`config.mk`:
```
export PLATFORM = sky130hd
export DESIGN_NAME = sbf_spi_flags
export DESIGN_NICKNAME = d
export VERILOG_FILES = /design/src/sbf_pkg.sv /design/src/sbf_spi_flags.sv
export VERILOG_INCLUDE_DIRS = /design/src
export SDC_FILE = /design/constraint.sdc
export NUM_CORES = 1
export LEC_CHECK = 0
export BUFFER_PORTS_ARGS = -buffer_cell sky130_fd_sc_hd__buf_2
export CORE_MARGIN = 10
export CORE_UTILIZATION = 50
export CTS_CLUSTER_SIZE = 14
export DETAILED_ROUTE_END_ITERATION = 7
export HOLD_SLACK_MARGIN = 0.06
export PLACE_DENSITY = 0.68
export SYNTH_ARGS = -nofsm -noshare
export SYNTH_HDL_FRONTEND = slang
export SYNTH_SLANG_ARGS = --single-unit
```
`constraint.sdc`:
```
create_clock -name clk -period 4.1 [get_ports clk]
set_input_delay 0.82 -clock clk [delete_from_list [all_inputs] [get_ports clk]]
set_output_delay 0.82 -clock clk [all_outputs]
set_load 0.02 [all_outputs]
```
`src/sbf_consts.svh`:
```
// Purpose: Offsets, field positions, reset values and counts for the block.
// Assumes: Byte-wide registers on a plain strobe port.
// Notes: Included by the design only; the package does not include it.
`ifndef SBF_CONSTS_SVH
`define SBF_CONSTS_SVH

`define SBF_ADDR_W 3
`define SBF_OFF_CTRL1 3'h0
`define SBF_OFF_CTRL2 3'h1
`define SBF_OFF_BAUD 3'h2
`define SBF_OFF_STATUS 3'h3
`define SBF_OFF_DATA 3'h4

`define SBF_C1_RXIE 7
`define SBF_C1_ON 6
`define SBF_C1_TXIE 5
`define SBF_C1_MASTER_SELECT 4
`define SBF_C2_FAULTEN 4
`define SBF_C1_SELECT_OUTPUT_ENABLE 1

`define SBF_ST_RXFULL 7
`define SBF_ST_TXROOM 5
`define SBF_ST_CONFLICT 4

`define SBF_RST_CTRL1 8'h04
`define SBF_RST_CTRL2 8'h00
`define SBF_RST_BAUD 8'h00
`define SBF_BAUD_MASK 8'h77
`define SBF_C2_MASK 8'h1b

`define SBF_SHIFT_BITS 4'h8

`endif

```
`src/sbf_pkg.sv`:
```
// Purpose: Types shared by the baud and status-flag logic.
// Assumes: State codes are literals here; nothing comes from the header.
// Notes: States are binary coded.
`default_nettype none
package sbf_pkg;
  typedef enum logic [1:0] {
    SBF_IDLE = 2'b00,
    SBF_LOAD = 2'b01,
    SBF_SHIFT = 2'b10
  } sbf_state_t;
endpackage : sbf_pkg
`default_nettype wire

```
`src/sbf_spi_flags.sv`:
```
// Purpose: Bit-rate generator and status flags of a serial peripheral port.
// Assumes: Inputs synchronous to clk; shifter lives outside this block.
// Notes: Shift length is modelled by counting bit-clock periods.
//   Slave-mode transfers end only on the external shifter's pulse.
//   Receive overrun drops the new byte with no indication.
//   Clearing arms drop as soon as their flag falls.
//
// Implementation choices: the register addresses and strobed register access.
`include "sbf_consts.svh"
`default_nettype none
module sbf_spi_flags
  import sbf_pkg::*;
(
  input wire logic clk,
  input wire logic reset_n,
  input wire logic [`SBF_ADDR_W-1:0] addr,
  input wire logic [7:0] writeData,
  input wire logic writeStrobe,
  input wire logic readStrobe,
  output logic [7:0] readData,
  input wire logic slaveSelect_n,
  input wire logic slaveShiftDone,
  input wire logic [7:0] rxShiftByte,
  output logic bitClock,
  output logic bitTick,
  output logic [7:0] txShiftByte,
  output logic txLoad,
  output logic shifting,
  output logic txRoomIrq,
  output logic rxFaultIrq
);

  ////////////////////////////////////////////////////////////////////////
  // Reset release
  logic rstN;
  sbf_reset_sync u_sbf_reset_sync (
    .clk(clk),
    .reset_n(reset_n),
    .rstN(rstN)
  );

  ////////////////////////////////////////////////////////////////////////
  // Register decode
  logic [7:0] ctrl1_q;
  logic [7:0] ctrl2_q;
  logic [7:0] baud_q;
  logic [7:0] txBuf_q;
  logic [7:0] rxBuf_q;
  logic rxFull_q;
  logic txRoom_q;
  logic conflict_q;
  logic rxArmed_q;
  logic txArmed_q;
  logic faultArmed_q;
  logic txPending_q;

  wire selCtrl1 = addr == `SBF_OFF_CTRL1;
  wire selCtrl2 = addr == `SBF_OFF_CTRL2;
  wire selBaud = addr == `SBF_OFF_BAUD;
  wire selStatus = addr == `SBF_OFF_STATUS;
  wire selData = addr == `SBF_OFF_DATA;
  wire wrCtrl1 = writeStrobe && selCtrl1;
  wire wrCtrl2 = writeStrobe && selCtrl2;
  wire wrBaud = writeStrobe && selBaud;
  wire wrData = writeStrobe && selData;
  wire rdStatus = readStrobe && selStatus;
  wire rdData = readStrobe && selData;

  wire moduleOn = ctrl1_q[`SBF_C1_ON];
  wire masterSelect = ctrl1_q[`SBF_C1_MASTER_SELECT];
  wire faultFunctionEnable = ctrl2_q[`SBF_C2_FAULTEN];
  wire selectOutputEnable = ctrl1_q[`SBF_C1_SELECT_OUTPUT_ENABLE];
  wire [2:0] prescaleSelect = baud_q[6:4];
  wire [2:0] rateDividerSelect = baud_q[2:0];

  // no write path exists for the status word
  wire [7:0] statusWord = {rxFull_q, 1'b0, txRoom_q, conflict_q, 4'h0};

  wire [7:0] readMux =
    selCtrl1 ? ctrl1_q :
    selCtrl2 ? ctrl2_q :
    selBaud ? baud_q :
    selStatus ? statusWord :
    selData ? rxBuf_q : 8'h00;

  ////////////////////////////////////////////////////////////////////////
  // Baud generation
  logic [2:0] preCount_q;
  logic [7:0] divCount_q;
  logic bitClock_q;
  logic bitTick_q;

  // Counters held at zero outside a transfer, so bit one is full length
  wire runClock = moduleOn && masterSelect && shifting;
  wire preWrap = preCount_q == prescaleSelect;
  // Half period of divider in prescaler ticks: 2^code
  wire [7:0] halfLimit = 8'h01 << rateDividerSelect;
  wire divWrap = preWrap && (divCount_q == halfLimit - 8'h01);
  wire [2:0] preCountD = (!runClock || preWrap) ? 3'h0
                                                : preCount_q + 3'h1;
  wire [7:0] divCountD = !runClock ? 8'h00 :
                         divWrap ? 8'h00 :
                         preWrap ? divCount_q + 8'h01 : divCount_q;
  // A full bit period ends on the falling half of the bit clock
  wire bitEnd = divWrap && bitClock_q;

  always_ff @(posedge clk or negedge rstN) begin
    if (!rstN) begin
      preCount_q <= 3'h0;
      divCount_q <= 8'h00;
      bitClock_q <= 1'b0;
      bitTick_q <= 1'b0;
    end else begin
      preCount_q <= preCountD;
      divCount_q <= divCountD;
      bitClock_q <= runClock ? (bitClock_q ^ divWrap) : 1'b0;
      bitTick_q <= runClock && bitEnd;
    end
  end

  ////////////////////////////////////////////////////////////////////////
  // Transfer sequencing
  sbf_state_t state_q;
  sbf_state_t stateD;
  logic [3:0] bitCount_q;

  // Slave transfers have no bit clock here and end on the shifter pulse
  wire masterDone = masterSelect && (state_q == SBF_SHIFT) && bitEnd &&
                    (bitCount_q == `SBF_SHIFT_BITS - 4'h1);
  wire slaveDone = !masterSelect && (state_q == SBF_SHIFT) &&
                   slaveShiftDone;
  wire shiftDone = moduleOn && (masterDone || slaveDone);
  wire acceptWrite = wrData && txArmed_q && txRoom_q;
  wire moveToShifter = moduleOn && (state_q == SBF_LOAD);

  always_comb begin
    stateD = state_q;
    case (state_q)
      SBF_IDLE: begin
        if (txPending_q) begin
          stateD = SBF_LOAD;
        end
      end
      SBF_LOAD: begin
        stateD = SBF_SHIFT;
      end
      SBF_SHIFT: begin
        if (shiftDone) begin
          stateD = txPending_q ? SBF_LOAD : SBF_IDLE;
        end
      end
      default: begin
        stateD = SBF_IDLE;
      end
    endcase
    if (!moduleOn) begin
      stateD = SBF_IDLE;
    end
  end

  always_ff @(posedge clk or negedge rstN) begin
    if (!rstN) begin
      state_q <= SBF_IDLE;
      bitCount_q <= 4'h0;
    end else begin
      state_q <= stateD;
      // Counts whole bit periods, ended on the falling half
      if (state_q != SBF_SHIFT) begin
        bitCount_q <= 4'h0;
      end else if (bitEnd) begin
        bitCount_q <= bitCount_q + 4'h1;
      end
    end
  end

  ////////////////////////////////////////////////////////////////////////
  // Flags
  wire faultInput = masterSelect && faultFunctionEnable &&
                    !selectOutputEnable;
  wire faultEvent = moduleOn && faultInput && !slaveSelect_n;
  wire rxClear = rdData && rxArmed_q;
  wire faultClear = wrCtrl1 && faultArmed_q;

  // Set terms sit first so an event wins over a clear
  wire rxFullD = !moduleOn ? 1'b0 :
                 shiftDone ? 1'b1 :
                 rxClear ? 1'b0 : rxFull_q;
  wire txRoomD = !moduleOn ? 1'b1 :
                 moveToShifter ? 1'b1 :
                 acceptWrite ? 1'b0 : txRoom_q;
  wire conflictD = faultEvent ? 1'b1 :
                   faultClear ? 1'b0 : conflict_q;
  // A write landing beside a move keeps the new byte queued
  wire txPendingD = !moduleOn ? 1'b0 :
                    acceptWrite ? 1'b1 :
                    moveToShifter ? 1'b0 : txPending_q;

  always_ff @(posedge clk or negedge rstN) begin
    if (!rstN) begin
      rxFull_q <= 1'b0;
      txRoom_q <= 1'b1;
      conflict_q <= 1'b0;
      txPending_q <= 1'b0;
    end else begin
      rxFull_q <= rxFullD;
      txRoom_q <= txRoomD;
      conflict_q <= conflictD;
      txPending_q <= txPendingD;
    end
  end

  ////////////////////////////////////////////////////////////////////////
  // Clearing sequences: a status read that saw the flag set
  // Receive: status read then data read
  sbf_arm_bit u_rx_arm (
    .clk(clk),
    .rstN(rstN),
    .statusRead(rdStatus),
    .flagNow(rxFull_q),
    .accessDone(rdData),
    .armed(rxArmed_q)
  );

  // Room: status read then data write
  sbf_arm_bit u_tx_arm (
    .clk(clk),
    .rstN(rstN),
    .statusRead(rdStatus),
    .flagNow(txRoom_q),
    .accessDone(wrData),
    .armed(txArmed_q)
  );

  // Conflict: status read then control 1 write
  sbf_arm_bit u_fault_arm (
    .clk(clk),
    .rstN(rstN),
    .statusRead(rdStatus),
    .flagNow(conflict_q),
    .accessDone(wrCtrl1),
    .armed(faultArmed_q)
  );

  ////////////////////////////////////////////////////////////////////////
  // Registers and data buffers
  always_ff @(posedge clk or negedge rstN) begin
    if (!rstN) begin
      ctrl1_q <= `SBF_RST_CTRL1;
      ctrl2_q <= `SBF_RST_CTRL2;
      baud_q <= `SBF_RST_BAUD;
      txBuf_q <= 8'h00;
      rxBuf_q <= 8'h00;
      readData <= 8'h00;
    end else begin
      if (wrCtrl1) begin
        ctrl1_q <= writeData;
      end
      if (wrCtrl2) begin
        ctrl2_q <= writeData & `SBF_C2_MASK;
      end
      if (wrBaud) begin
        baud_q <= writeData & `SBF_BAUD_MASK;
      end
      if (acceptWrite) begin
        txBuf_q <= writeData;
      end
      // Overrun: new byte lost while the buffer is still full
      if (shiftDone && !rxFull_q) begin
        rxBuf_q <= rxShiftByte;
      end
      // Zero outside its one cycle, so no stale byte lingers on the bus
      readData <= readStrobe ? readMux : 8'h00;
    end
  end

  ////////////////////////////////////////////////////////////////////////
  // Outputs
  always_ff @(posedge clk or negedge rstN) begin
    if (!rstN) begin
      bitClock <= 1'b0;
      bitTick <= 1'b0;
      txShiftByte <= 8'h00;
      txLoad <= 1'b0;
      shifting <= 1'b0;
      txRoomIrq <= 1'b0;
      rxFaultIrq <= 1'b0;
    end else begin
      bitClock <= bitClock_q;
      bitTick <= bitTick_q;
      txLoad <= moveToShifter;
      if (moveToShifter) begin
        txShiftByte <= txBuf_q;
      end
      shifting <= (stateD == SBF_SHIFT);
      txRoomIrq <= txRoomD && ctrl1_q[`SBF_C1_TXIE];
      rxFaultIrq <= (rxFullD || conflictD) &&
                    ctrl1_q[`SBF_C1_RXIE];
    end
  end

endmodule : sbf_spi_flags

////////////////////////////////////////////////////////////////////////
// Reset release: asserts at once, lets go two edges later
module sbf_reset_sync
  import sbf_pkg::*;
(
  input wire logic clk,
  input wire logic reset_n,
  output logic rstN
);
  // Only the second stage is read, so a late release never splits
  logic rstMeta_q;
  always_ff @(posedge clk or negedge reset_n) begin
    if (!reset_n) begin
      rstMeta_q <= 1'b0;
      rstN <= 1'b0;
    end else begin
      rstMeta_q <= 1'b1;
      rstN <= rstMeta_q;
    end
  end
endmodule : sbf_reset_sync

////////////////////////////////////////////////////////////////////////
// One arming bit of a read-then-access clearing sequence
module sbf_arm_bit
  import sbf_pkg::*;
(
  input wire logic clk,
  input wire logic rstN,
  input wire logic statusRead,
  input wire logic flagNow,
  input wire logic accessDone,
  output logic armed
);
  // A status read re-arms from the flag as it stands
  // The access itself or a falling flag drops the arm
  always_ff @(posedge clk or negedge rstN) begin
    if (!rstN) begin
      armed <= 1'b0;
    end else if (statusRead) begin
      armed <= flagNow;
    end else if (accessDone || !flagNow) begin
      armed <= 1'b0;
    end
  end
endmodule : sbf_arm_bit
`default_nettype wire

```
# After elaboration in Yosys (flattened, before gate mapping)
# Index checks and enable logic that the tools add are counted.
[word_totals]
regBits = 84
in_bits = 25
out_inout_bits = 22
word_cells = 130
[classes]
addsub = 4
n_eq_ne = 13
shifts = 1
n_mux = 35
bitwise = 1
reduce_logical = 48
[op_table]
columns = ["cell", "count"]
rows = [
  ["8-bit two-way mux", 9],
  ["1-bit logical AND", 29],
  ["1-bit two-way mux", 19],
  ["8-bit by 1-bit adder with 8-bit output, second input constant", 1],
  ["8-bit == test", 1],
  ["4-bit two-way mux", 2],
  ["2-bit nonzero test", 4],
  ["1-bit by 3-bit left shift with 8-bit output, first input constant", 1],
  ["8-bit by 1-bit subtractor with 8-bit output, second input constant", 1],
  ["1-bit zero test", 7],
  ["3-bit by 2-bit == test with 1-bit output, second input constant", 2],
  ["1-bit logical OR", 6],
  ["2-bit two-way mux", 3],
  ["3-bit by 1-bit inequality test with 1-bit output, second input constant", 2],
  ["2-bit one-hot mux with 3 select lines", 1],
  ["4-bit by 1-bit adder with 4-bit output, second input constant", 1],
  ["2-bit == test, second input constant", 2],
  ["4-bit by 3-bit == test with 1-bit output, second input constant", 1],
  ["3-bit by 1-bit adder with 3-bit output, second input constant", 1],
  ["3-bit by 1-bit == test with 1-bit output, second input constant", 1],
  ["3-bit == test", 1],
  ["3-bit == test, second input constant", 1],
  ["3-bit zero test", 1],
  ["3-bit two-way mux", 1],
  ["4 further kinds", 4],
]

# Depth between registers and ports, before layout
# Gate-level depths: netlist of the first run.
[logic_depth]
ltp_word = 13
depth_mapped = 12
mapped_depth_nobuf = 10

# Hierarchy
# From an unflattened synthesis of the first run, not the netlist that was laid out.
[hier_totals]
cells_unflattened = 324
area_unflattened_um2 = 3811.2
[by_module_without_submodules]
columns = ["mod", "instances", "cells_per_inst", "area_each_um2"]
rows = [
  ["sbf_spi_flags", 1, 312, 3618.5],
  ["sbf_arm_bit", 3, 3, 46.3],
  ["sbf_reset_sync", 1, 3, 53.8],
]

# Worst setup path after synthesis of the first run
# No wires, ideal clock.
[synth_path]
path_kind = "flip-flop to flip-flop"
start = "register baud_q[0]"
end = "register rxBuf_q[0]"
setup_time_ns = 0.125
t_arrival_ns = 2.926
required_time_ns = 3.975
path_slack_ns = 1.048
stages_incl_launch_ff = 12
path_buffers = 1
period_less_slack_ns = 3.052
path_cell_list = "dfrtp_1 or2_1 or3_1 a32oi_1 and4_1 buf_6 ha_1 nand2_2 o32ai_4 nand2b_2 nor3b_4 mux2_4"
[synth_via]
elab_chain_len = 10
[synth_rtl]
columns = ["item", "line", "rtl"]
rows = [
  ["from (decl)", "sbf_spi_flags.sv:46", "logic [7:0] baud_q;"],
  ["from (signal assigned)", "sbf_spi_flags.sv:250", "baud_q <= `SBF_RST_BAUD;"],
  ["from (signal assigned)", "sbf_spi_flags.sv:262", "baud_q <= writeData & `SBF_BAUD_MASK;"],
  ["1-bit by 3-bit left shift with 8-bit output", "sbf_spi_flags.sv:97", "wire [7:0] halfLimit = 8'h01 << rateDividerSelect;"],
  ["8-bit by 1-bit subtractor with 8-bit output", "sbf_spi_flags.sv:98", "wire divWrap = preWrap && (divCount_q == halfLimit - 8'h01);"],
  ["8-bit == test", "sbf_spi_flags.sv:98", ""],
  ["1-bit logical AND", "sbf_spi_flags.sv:98", ""],
  ["1-bit logical AND", "sbf_spi_flags.sv:105", "wire bitEnd = divWrap && bitClock_q;"],
  ["1-bit logical AND (2 in a row)", "sbf_spi_flags.sv:128", "wire masterDone = masterSelect && (state_q == SBF_SHIFT) && bitEnd &&"],
  ["1-bit logical OR", "sbf_spi_flags.sv:132", "wire shiftDone = moduleOn && (masterDone || slaveDone);"],
  ["1-bit logical AND", "sbf_spi_flags.sv:132", ""],
  ["1-bit logical AND", "sbf_spi_flags.sv:268", "if (shiftDone && !rxFull_q) begin"],
  ["to (signal assigned)", "sbf_spi_flags.sv:269", "rxBuf_q <= rxShiftByte;"],
  ["to (decl)", "sbf_spi_flags.sv:48", "logic [7:0] rxBuf_q;"],
]
# No other way between the ends.
# A chain may end at the register's enable or synchronous reset.

# Worst setup path after layout of the first run
[layout_path]
start = "register baud_q[1]"
end = "register rxBuf_q[2]"
# The elaborated chain is that of the path after synthesis.

==> results of run 1 <==
-- per-stage QoR --
stage                     setup slack [ps]  power, mW  std cells  cell area [um^2]  utilization [%]
after floorplan                       1050       1.22        321              3830                -
after global placement                 632       1.29        453              4140             56.1
after detailed placement               483       1.30        453              4140             56.1
after CTS                              485       1.91        469              4330             58.8
after global routing                   287       1.99        469              4330             58.8
final                                  527       1.89        469              4330             58.8
-- where the power goes --
group,switching (mW),internal [mW]
sequential,0.0939,0.931
clock,0.314,0.289
combinational,0.119,0.143
total,0.528,1.36
-- worst max-delay path by stage --
stage	endpoint	cells after the start
4_1_cts	rxBuf_q[2]$_DFFE_PN0P_	10
3_3_place_gp	rxBuf_q[0]$_DFFE_PN0P_	10
6_report	rxBuf_q[2]$_DFFE_PN0P_	10
2_1_floorplan	rxBuf_q[0]$_DFFE_PN0P_	11
5_1_grt	rxBuf_q[2]$_DFFE_PN0P_	10
3_5_place_dp	rxBuf_q[2]$_DFFE_PN0P_	10
-- flip-flops by register name (all words and copies together), names as in the netlist, 2 cells and up --
name	count
txShiftByte	8
state_q	2
txBuf_q	8
baud_q	6
preCount_q	3
rxBuf_q	8
ctrl1_q	8
readData	8
bitCount_q	4
ctrl2_q	4
divCount_q	8
-- layout make-up --
class                      instances  area, um^2
multi-input combinational        213        1620
fill                             628        3040
timing repair buffer              49         253
clock buffer                      10         128
clock inverter                     6        71.3
sequential                        84        2110
tap                               99         124
inverter                           8        30.0
-- cells in the final DEF, fill, tap and decap left out, drive strengths merged, types with 5 or more instances in the layout --
cell type	instances
dfrtp	82
buf	49
mux2	44
nand2	28
a21oi	14
nor2	14
nand3	12
inv	11
clkbuf	10
o21ai	9
nand2b	8
and2	7
mux2i	6
xnor2	5
a21boi	5
-- critical path, stage by stage, from the launching register on --
cell and delay (ps):
sky130_fd_sc_hd__dfrtp_1 500, sky130_fd_sc_hd__or2_1 290, sky130_fd_sc_hd__or3_1 310, sky130_fd_sc_hd__a32oi_1 170, sky130_fd_sc_hd__and4_1 420, sky130_fd_sc_hd__ha_1 340
sky130_fd_sc_hd__nand2_2 110, sky130_fd_sc_hd__o32ai_4 300, sky130_fd_sc_hd__nand2b_2 130, sky130_fd_sc_hd__nor3b_4 530, sky130_fd_sc_hd__mux2_4 350
-- metal layers --
| layer | share of wire, % | global-route usage [%] | wire length [um] | up-vias |
|---|---|---|---|---|
| li1 | - | - | - | 1222 |
| met4 | 2.2 | 6.20 | 170 | 0 |
| met3 | 5.7 | 3.95 | 441 | 14 |
| met2 | 46 | 21.2 | 3530 | 64 |
| met1 | 47 | 18.3 | 3600 | 1248 |
| met5 | 0 | 0 | 0 | - |
-- cells by family (layout without fill, tap and decap cells) --
kind of cell	after synthesis	in the layout
XOR/XNOR	7	7
adder cells (fa/ha/maj)	4	4
AND/OR/NAND/NOR	102	102
other	1	1
buffers and inverters	24	73
AO/OA/AOI/OAI	49	49
flip-flops	84	84
multiplexers	50	50
==> implementation parameters, run 1 <==
Parameter                              Value

Floorplanning
  Top-level port count    47
  Chip width    108 um
  Number of rows in the core area    31
  Core outline area    7370 um^2
  Starting utilization of the core area    52.0%
  Height of the die    108 um
  Die Footprint    11600 um^2

Critical path
  Cell count of the worst reg-to-reg path    10
  Critical path type    reg -> reg
  Beginning of the critical path    baud_q[1]$_DFFE_PN0P_
  Crit path max fanout    11
  Startpoint of the worst-slack reg-to-reg timing path    baud_q[1]$_DFFE_PN0P_
  Critical path data required time    4340 ps
  Crit path capture type    register
  Worst EP arrival    3820 ps
  Kind of start point of the critical path    register
  End of the worst register-to-register path    rxBuf_q[2]$_DFFE_PN0P_
  Reg2reg setup slack    530 ps

Timing
  Setup repair after global routing missed its margin    no
  Setup clock skew after layout    10.9 ps
  Tightest hold margin    232 ps
  Hold violation count in the final report    0
  Number of pins with negative max-slew slack in the final report    0
  Setup-violating endpoint count in the final report    0
  Transition time of the tightest slew-check pin    1000 ps
  Final sum of negative setup slack    0 ps
  Tcrit/Tclk final    87.2%
  Time the final worst path needs with I/O delays and setup    3570 ps
  Maximum clock frequency    280 MHz
  Worst max-slew margin expressed relative to the limit    33.1%

Yosys
  Synthesized cell area    3830 um^2
  Net count after synthesis    350
  Sequential element share of the synthesized area    54.9%
  Ys async rst share    100%
  Library cells used by synthesis    61
  Mapped Avg Cell Area    11.9 um^2
  Post-Synth Simple-Gate Area    14.7%
  Cell type contributing the most total cell area after synthesis    sky130_fd_sc_hd__dfrtp_1
  Top post-synthesis cells by area    sky130_fd_sc_hd__dfrtp_1 54%, sky130_fd_sc_hd__mux2_2 11%, sky130_fd_sc_hd__mux2_4 3.1%
  Predominant post-synthesis flop cell    sky130_fd_sc_hd__dfrtp_1
  Total number of yosys warnings    0
  Combinational family with the most area after synthesis    multiplexers
  Compound-gate portion of the synthesized area    9.14%
  Synthesized flop and latch total    84
  Top-area cell type share of the netlist area    53.5%
  Post-synthesis instance total    321
  Mux contribution to synthesized area    15.3%
  Synthesized-area fraction occupied by adder cells    1.31%
  Top post-synthesis cells by count    82 x sky130_fd_sc_hd__dfrtp_1, 36 x sky130_fd_sc_hd__mux2_2, 26 x sky130_fd_sc_hd__nand2_1
  Most instantiated library cell after synthesis    sky130_fd_sc_hd__dfrtp_1
  Post-synthesis share of cell area spent on xor and xnor gates    1.60%
  Number of enable-type register cells in the synthesized netlist    0

Detailed routing
  Routed wire length    7.74 mm
  Violation count after the first detailed-route iteration    123
  Via count    2548
  Post-detailed-route wirelength per cell    16.5 um
  DRC errors left    0
  Via density per instance    5.43
  DRT Pass-1 Iters    4
  Number of nets still failing antenna checks after routing    0

Clock network
  Number of buffers added by the clock tree synthesis step    9
  Post-cts gate resize count    0
  Number of hold-repair buffers added at the cts stage    0
  Source-to-sink clock delay at the later pin of the worst-skew pair    360 ps
  Clock root buffer    sky130_fd_sc_hd__clkbuf_8
  Number of setup buffers added after CTS    0
  Number of H-tree branching levels    3
  Number of clock sinks seen by CTS    84
  TritonCTS clock tree    done
  CTS Buffer Depth    2
  Clock slew at reported path FFs    90 ps

Outcome
  Result of the run    completed

Finish
  Fraction of final layout cells sized beyond drive strength 1    32.7%
  Layout area overhead    13.1%
  Total Nets Final    394
  Number of antenna diodes    0

GRT
  First-pass GRT wire length    13.0 mm
  Initial antenna violation count    0
  Vias in the first global route    2647
  Largest net degree at the start of global routing    83
  Global route overflow    0
  Global-route usage over all layers    14.0%

Pwr
  Power Dens Cells    436 nW/um^2
  Worst ir drop on vdd    0.270 mV
  Leakage    2.01 nW

Placed design
  Detailed placer's ending HPWL    5.40 mm
  Routability cong.    0.808
  Port Buffer Count    46

Worst hold path
  Class of the tightest hold or removal check    in -> async

Run
  MaxCap Viol Count    0
Power figures use the tool's default switching activity.
==> run 2: changes to the inputs <==
--- a/config.mk
+++ b/config.mk
@@ -7,12 +7,13 @@
 export NUM_CORES = 1
 export LEC_CHECK = 0
 export BUFFER_PORTS_ARGS = -buffer_cell sky130_fd_sc_hd__buf_2
+export CORE_ASPECT_RATIO = 1.1
 export CORE_MARGIN = 10
 export CORE_UTILIZATION = 50
 export CTS_CLUSTER_SIZE = 14
 export DETAILED_ROUTE_END_ITERATION = 7
 export HOLD_SLACK_MARGIN = 0.06
-export PLACE_DENSITY = 0.68
+export PLACE_DENSITY = 0.7
 export SYNTH_ARGS = -nofsm -noshare
 export SYNTH_HDL_FRONTEND = slang
 export SYNTH_SLANG_ARGS = --single-unit
==> run 2 against run 1 <==
  * Power shrank 3.3%
  * Critical path depth is the same
  * Sequential share of layout area grew 0.084 points
  * Clock power shrank 10%
  * Combinational power shrank 2%
  * Final cell count grew 1.3%
  * Register-to-register slack gained 160 ps
  * Global-route usage grew 0.050 points
  * First-iteration DRC count shrank 33%
  * Critical path type unchanged
  * Largest cell class unchanged
  * Largest power group unchanged
==> implementation parameters, run 2 (same netlist as run 1, synthesis figures left out) <==
Parameter                              Value

Clock network
  Number of hold-repair buffers added at the cts stage    0 (unchanged)
  Number of clock sinks seen by CTS    84 (unchanged)
  CTS Buffer Depth    2 (unchanged)
  Post-cts gate resize count    0 (unchanged)
  TritonCTS clock tree    done
  Source-to-sink clock delay at the later pin of the worst-skew pair    350 ps (about the same)
  Number of H-tree branching levels    3 (unchanged)
  Clock root buffer    sky130_fd_sc_hd__clkbuf_8
  Clock slew at reported path FFs    90 ps (about the same)
  Number of setup buffers added after CTS    0 (unchanged)
  Number of buffers added by the clock tree synthesis step    9 (unchanged)

GRT
  Global route overflow    0 (unchanged)
  Met2 usage    21.3% (+0.11 points)
  Vias in the first global route    2696 (+1.9%)
  Most Crowded Layer GR    met2
  Largest net degree at the start of global routing    83 (unchanged)
  First-pass GRT wire length    13.0 mm (+0.11%)
  Initial antenna violation count    0 (unchanged)
  GR Util met3    4.02% (+0.068 points)
  Global-route usage over all layers    14.1% (+0.050 points)
  Grt met1 use    18.3% (+0.025 points)

Critical path
  Crit path largest cell delay    540 ps (about the same)
  Cell count of the worst reg-to-reg path    10 (unchanged)
  Critical path type    reg -> reg
  Reg2reg setup slack    680 ps (+160 ps)
  Critical path cell sequence    xnor2_1, nand3_1, a311oi_1, and4_1, ha_1, nand2_2, o32ai_4, nand2b_2, nor3b_4, mux2_4
  End of the worst register-to-register path    rxBuf_q[5]$_DFFE_PN0P_
  Crit path capture type    register
  Critical path data required time    4330 ps (about the same)
  Crit path max fanout    11 (unchanged)
  Worst EP arrival    3650 ps (-170 ps)
  Cell at the slowest stage of the critical path    sky130_fd_sc_hd__nor3b_4
  Startpoint of the worst-slack reg-to-reg timing path    baud_q[5]$_DFFE_PN0P_
  Kind of start point of the critical path    register

Timing
  Maximum clock frequency    293 MHz (+4.5%)
  Transition time of the tightest slew-check pin    1020 ps (+13.5 ps)
  Worst max-slew margin expressed relative to the limit    32.2% (-0.90 points)
  Hold violation count in the final report    0 (unchanged)
  Setup repair after global routing missed its margin    no
  Setup-violating endpoint count in the final report    0 (unchanged)
  Tcrit/Tclk final    83.4% (-3.8 points)
  Setup clock skew after layout    13.8 ps (+2.87 ps)
  Number of pins with negative max-slew slack in the final report    0 (unchanged)
  Tightest hold margin    241 ps (+8.99 ps)
  Least setup slack across all paths after layout    682 ps (+155 ps)
  Time the final worst path needs with I/O delays and setup    3420 ps (-155 ps)
  Final sum of negative setup slack    0 ps (unchanged)

Detailed routing
  Violation count after the first detailed-route iteration    83 (-33%)
  Via density per instance    5.43 (about the same)
  Routed wire length    7.67 mm (-1.0%)
  Post-detailed-route wirelength per cell    16.1 um (-2.3%)
  DRT Pass-1 Iters    4 (unchanged)
  DRC errors left    0 (unchanged)
  Via count    2579 (+1.2%)
  Number of nets still failing antenna checks after routing    0 (unchanged)

Pwr
  Leakage    2.01 nW (-0.18%)
  Worst ir drop on vdd    0.240 mV (-11%)
  Final Total Pwr    1.83 mW (-3.3%)
  Power Dens Cells    422 nW/um^2 (-3.2%)

Finish
  Fraction of final layout cells sized beyond drive strength 1    33.0% (+0.27 points)
  Layout Cell Area excl Fill    4330 um^2 (-0.17%)
  Commonest cells after routing, fill and taps aside    81 x sky130_fd_sc_hd__dfrtp_1, 46 x sky130_fd_sc_hd__buf_2, 36 x sky130_fd_sc_hd__mux2_2
  Layout area overhead    12.9%
  Most common cell after layout, fill and taps aside    sky130_fd_sc_hd__dfrtp_1
  Number of antenna diodes    0 (unchanged)
  Total Nets Final    394 (unchanged)
  Non-filler instance count after layout    475 (+1.3%)
  Fill cell count    608 (-3.2%)
  Share of the core filled with cells    57.9% (-0.92 points)

Floorplanning
  Top-level port count    47 (unchanged)
  Die Footprint    11600 um^2 (about the same)
  Chip width    103 um (-3.8%)
  Number of rows in the core area    33 (+6.5%)
  Starting utilization of the core area    51.3% (-0.72 points)
  Height of the die    112 um (+4.0%)
  Core outline area    7470 um^2 (+1.4%)

Outcome
  Result of the run    completed

Placed design
  Dpl ws    684 ps (+201 ps)
  Port Buffer Count    46 (unchanged)
  Post-placement cell count    459 (+1.3%)
  DP Area    4140 um^2 (+0.18%)
  Routability cong.    0.824 (+1.9%)
  Detailed placer's ending HPWL    5.58 mm (+3.3%)

Run
  MaxCap Viol Count    0 (unchanged)

Worst hold path
  Class of the tightest hold or removal check    in -> async
[run 2: layer usage]
layer	routed length, um	vias to the layer above
li1	-	1223
met1	3480	1287
met2	3620	61
met3	441	8
met4	125	0
met5	0	-
[run 2: worst max path at each step]
| stage | start | to | slack [ps] | cells after the start |
|---|---|---|---|---|
| final | baud_q[5]$_DFFE_PN0P_ | rxBuf_q[5]$_DFFE_PN0P_ | 680 | 10 |
| after CTS | baud_q[6]$_DFFE_PN0P_ | rxBuf_q[6]$_DFFE_PN0P_ | 690 | 10 |
| after global placement | baud_q[5]$_DFFE_PN0P_ | rxBuf_q[4]$_DFFE_PN0P_ | 830 | 10 |
| after detailed placement | baud_q[6]$_DFFE_PN0P_ | rxBuf_q[5]$_DFFE_PN0P_ | 680 | 10 |
| after floorplan | baud_q[0]$_DFFE_PN0P_ | rxBuf_q[0]$_DFFE_PN0P_ | 1050 | 11 |
| after global routing | baud_q[6]$_DFFE_PN0P_ | rxBuf_q[6]$_DFFE_PN0P_ | 430 | 10 |
[run 2: where the power goes]
part / internal, mW / switching, mW / total [mW]
combinational: 0.140 / 0.118 / 0.258
clock: 0.242 / 0.301 / 0.543
sequential: 0.931 / 0.0958 / 1.03
total: 1.31 / 0.515 / 1.83
[run 2: area by class of cell]
type / count / area [um^2] / area share (%)
Clock inverter: 6 / 46.3 / 1.07
Clock buffer: 10 / 138 / 3.18
Inverter: 8 / 30.0 / 0.694
Timing Repair Buffer: 49 / 253 / 5.84
Tap cell: 105 / 131 / 3.04
Multi-Input combinational cell: 213 / 1620 / 37.4
Sequential cell: 84 / 2110 / 48.7
[run 2: critical path: cells and delay by family, from the launching register on]
| kind | cells | cell delay (ps) |
|---|---|---|
| AOI/OAI and AO/OA | 2 | 630 |
| xor gates and xnor gates | 1 | 240 |
| adders and majority gates | 1 | 290 |
| DFF | 1 | 410 |
| muxes | 1 | 350 |
| and+or+nand+nor | 5 | 1370 |
==> run 3: changes to the inputs <==
==> constraint.sdc (replaced) <==
create_clock -name clk -period 3.41 [get_ports clk]
set_input_delay 0.682 -clock clk [delete_from_list [all_inputs] [get_ports clk]]
set_output_delay 0.682 -clock clk [all_outputs]
set_load 0.02 [all_outputs]
==> run 3 against run 2 <==
  * Clock power grew 21%
  * Fmax grew 8.9%
  * Utilization grew 0.30 points
  * Sequential power grew 20%
  * Global-route usage grew 0.063 points
  * Combinational power grew 22%
  * Clock skew shrank 2.2 ps
  * Critical path type unchanged
  * Highest routed layer unchanged
==> implementation parameters, run 3 (same netlist as run 1, synthesis figures left out) <==
Parameter                              Value

Critical path
  Worst Setup EP    rxBuf_q[6]$_DFFE_PN0P_
  Cell at the slowest stage of the critical path    sky130_fd_sc_hd__dfrtp_1
  Kind of start point of the critical path    register
  Beginning of the critical path    baud_q[1]$_DFFE_PN0P_
  Crit path max fanout    11 (unchanged)
  Reg2reg setup slack    270 ps (-410 ps)
  Cell count of the worst reg-to-reg path    11 (+1)
  Startpoint of the worst-slack reg-to-reg timing path    baud_q[1]$_DFFE_PN0P_
  Crit path largest cell delay    500 ps (-40 ps)
  Number of stages on the worst setup path    11 (+1)
  Critical path cell sequence    or2_1, or3_1, a32oi_1, and4_1, ha_1, nand2_2, o32ai_4, nand2b_2, nor3b_4, buf_4, mux2_4
  Cell type group with the largest total delay on the critical path    simple AND/OR/NAND/NOR gates
  Critical path type    reg -> reg
  Critical path data required time    3660 ps (-670 ps)
  Number of buffers and inverters on the critical path    1 (+1)
  Worst EP arrival    3390 ps (-260 ps)
  Crit path capture type    register
  End of the worst register-to-register path    rxBuf_q[6]$_DFFE_PN0P_

Timing
  Least setup slack across all paths after layout    271 ps (-411 ps)
  Setup clock skew after layout    11.7 ps (-2.16 ps)
  Setup repair after global routing missed its margin    no
  Tightest hold margin    85.3 ps (-155 ps)
  Maximum clock frequency    319 MHz (+8.9%)
  Setup-violating endpoint count in the final report    0 (unchanged)
  Worst max-slew margin expressed relative to the limit    31.5% (-0.73 points)
  Time the final worst path needs with I/O delays and setup    3140 ps (-279 ps)
  Final sum of negative setup slack    0 ps (unchanged)
  Transition time of the tightest slew-check pin    1030 ps (+10.9 ps)
  Hold violation count in the final report    0 (unchanged)
  Tcrit/Tclk final    92.1% (+8.7 points)
  Number of pins with negative max-slew slack in the final report    0 (unchanged)

Pwr
  Power Dens Cells    507 nW/um^2 (+20%)
  Worst ir drop on vdd    0.410 mV (+71%)
  Leakage    2.02 nW (+0.49%)

Run
  MaxCap Viol Count    0 (unchanged)

Finish
  Number of antenna diodes    0 (unchanged)
  Most common cell after layout, fill and taps aside    sky130_fd_sc_hd__dfrtp_1
  Total Nets Final    397 (+0.76%)
  Non-filler instance count after layout    478 (+0.63%)
  Commonest cells after routing, fill and taps aside    81 x sky130_fd_sc_hd__dfrtp_1, 46 x sky130_fd_sc_hd__buf_2, 36 x sky130_fd_sc_hd__mux2_2
  Fraction of final layout cells sized beyond drive strength 1    33.5% (+0.54 points)
  Layout area overhead    13.5%
  Fill cell count    642 (+5.6%)
  Share of the core filled with cells    58.2% (+0.30 points)

Detailed routing
  Via count    2569 (-0.39%)
  Routed wire length    7.69 mm (+0.35%)
  Number of nets still failing antenna checks after routing    0 (unchanged)
  Via density per instance    5.37 (-1.0%)
  DRT Pass-1 Iters    4 (unchanged)
  Violation count after the first detailed-route iteration    95 (+14%)
  DRC errors left    0 (unchanged)
  Post-detailed-route wirelength per cell    16.1 um (-0.28%)

Floorplanning
  Core outline area    7470 um^2 (unchanged)
  Chip width    103 um (unchanged)
  Die Footprint    11600 um^2 (unchanged)
  Number of rows in the core area    33 (unchanged)
  Starting utilization of the core area    51.3% (unchanged)
  Top-level port count    47 (unchanged)
  Height of the die    112 um (unchanged)

GRT
  Global route overflow    0 (unchanged)
  Vias in the first global route    2632 (-2.4%)
  First-pass GRT wire length    13.0 mm (-0.21%)
  Largest net degree at the start of global routing    83 (unchanged)
  Global-route usage over all layers    14.1% (+0.063 points)
  Initial antenna violation count    0 (unchanged)

Outcome
  Result of the run    completed

Placed design
  Post-placement cell count    462 (+0.65%)
  Routability cong.    0.845 (+2.5%)
  Detailed placer's ending HPWL    5.52 mm (-1.0%)
  Dpl ws    289 ps (-396 ps)
  Port Buffer Count    46 (unchanged)

Clock network
  Number of setup buffers added after CTS    0 (unchanged)
  Source-to-sink clock delay at the later pin of the worst-skew pair    370 ps (+20 ps)
  Post-cts gate resize count    0 (unchanged)
  Number of hold-repair buffers added at the cts stage    0 (unchanged)
  Number of H-tree branching levels    3 (unchanged)
  Clock root buffer    sky130_fd_sc_hd__clkbuf_8
  Clock slew at reported path FFs    80 ps (about the same)
  Number of buffers added by the clock tree synthesis step    9 (unchanged)
  Number of clock sinks seen by CTS    84 (unchanged)
  CTS Buffer Depth    2 (unchanged)
  TritonCTS clock tree    done

Worst hold path
  Class of the tightest hold or removal check    in -> async
[run 3: layer usage]
| layer | up-vias | track usage, % | wire (um) |
|---|---|---|---|
| met3 | 12 | 3.59 | 348 |
| met1 | 1271 | 18.9 | 3630 |
| met5 | - | 0 | 0 |
| met2 | 51 | 20.9 | 3570 |
| li1 | 1235 | - | - |
| met4 | 0 | 6.41 | 142 |
[run 3: worst reg2reg max path: cells and delay by family, from the launching register on]
family                     cells  cell delay (ps)
AOI/OAI and AO/OA              2              470
adders and majority gates      1              290
buffers and inverters          1              210
DFF                            1              500
muxes                          1              310
and+or+nand+nor                6             1250
[run 3: report_power, final]
part	internal [mW]	switching (mW)	total, mW
sequential	1.12	0.116	1.24
clock	0.289	0.366	0.655
combinational	0.172	0.144	0.316
[run 3: final cells by class]
| class | count | area [um^2] | area share (%) |
|---|---|---|---|
| clock inverters | 6 | 46.3 | 1.06 |
| multi-input cells | 213 | 1620 | 37.3 |
| clock buffers | 10 | 138 | 3.16 |
| flip-flops and latches | 84 | 2110 | 48.5 |
| inverters | 8 | 30.0 | 0.690 |
| well taps | 105 | 131 | 3.02 |
| repair buffers | 52 | 275 | 6.33 |
[run 3: how the worst min path moves through the flow]
stage | start | end | slack (ps) | cells past startpoint
detailed placement | bitTick_q$_DFF_PN0_ | bitTick$_DFF_PN0_ | 340 | 0
global route | reset_n | u_sbf_reset_sync.rstN$_DFF_PN0_ | 70 | 1
global placement | bitTick_q$_DFF_PN0_ | bitTick$_DFF_PN0_ | 340 | 0
floorplan | bitTick_q$_DFF_PN0_ | bitTick$_DFF_PN0_ | 330 | 0
finish | reset_n | u_sbf_reset_sync.rstN$_DFF_PN0_ | 90 | 1
CTS | reset_n | u_sbf_reset_sync.rstN$_DFF_PN0_ | 70 | 1
[run 3: through the flow]
stage | instance area (um^2) | power [mW]
finish | 4350 | 2.21
global route | 4350 | 2.33
CTS | 4350 | 2.23
detailed placement | 4170 | 1.57
global placement | 4170 | 1.56
floorplan | 3830 | 1.47
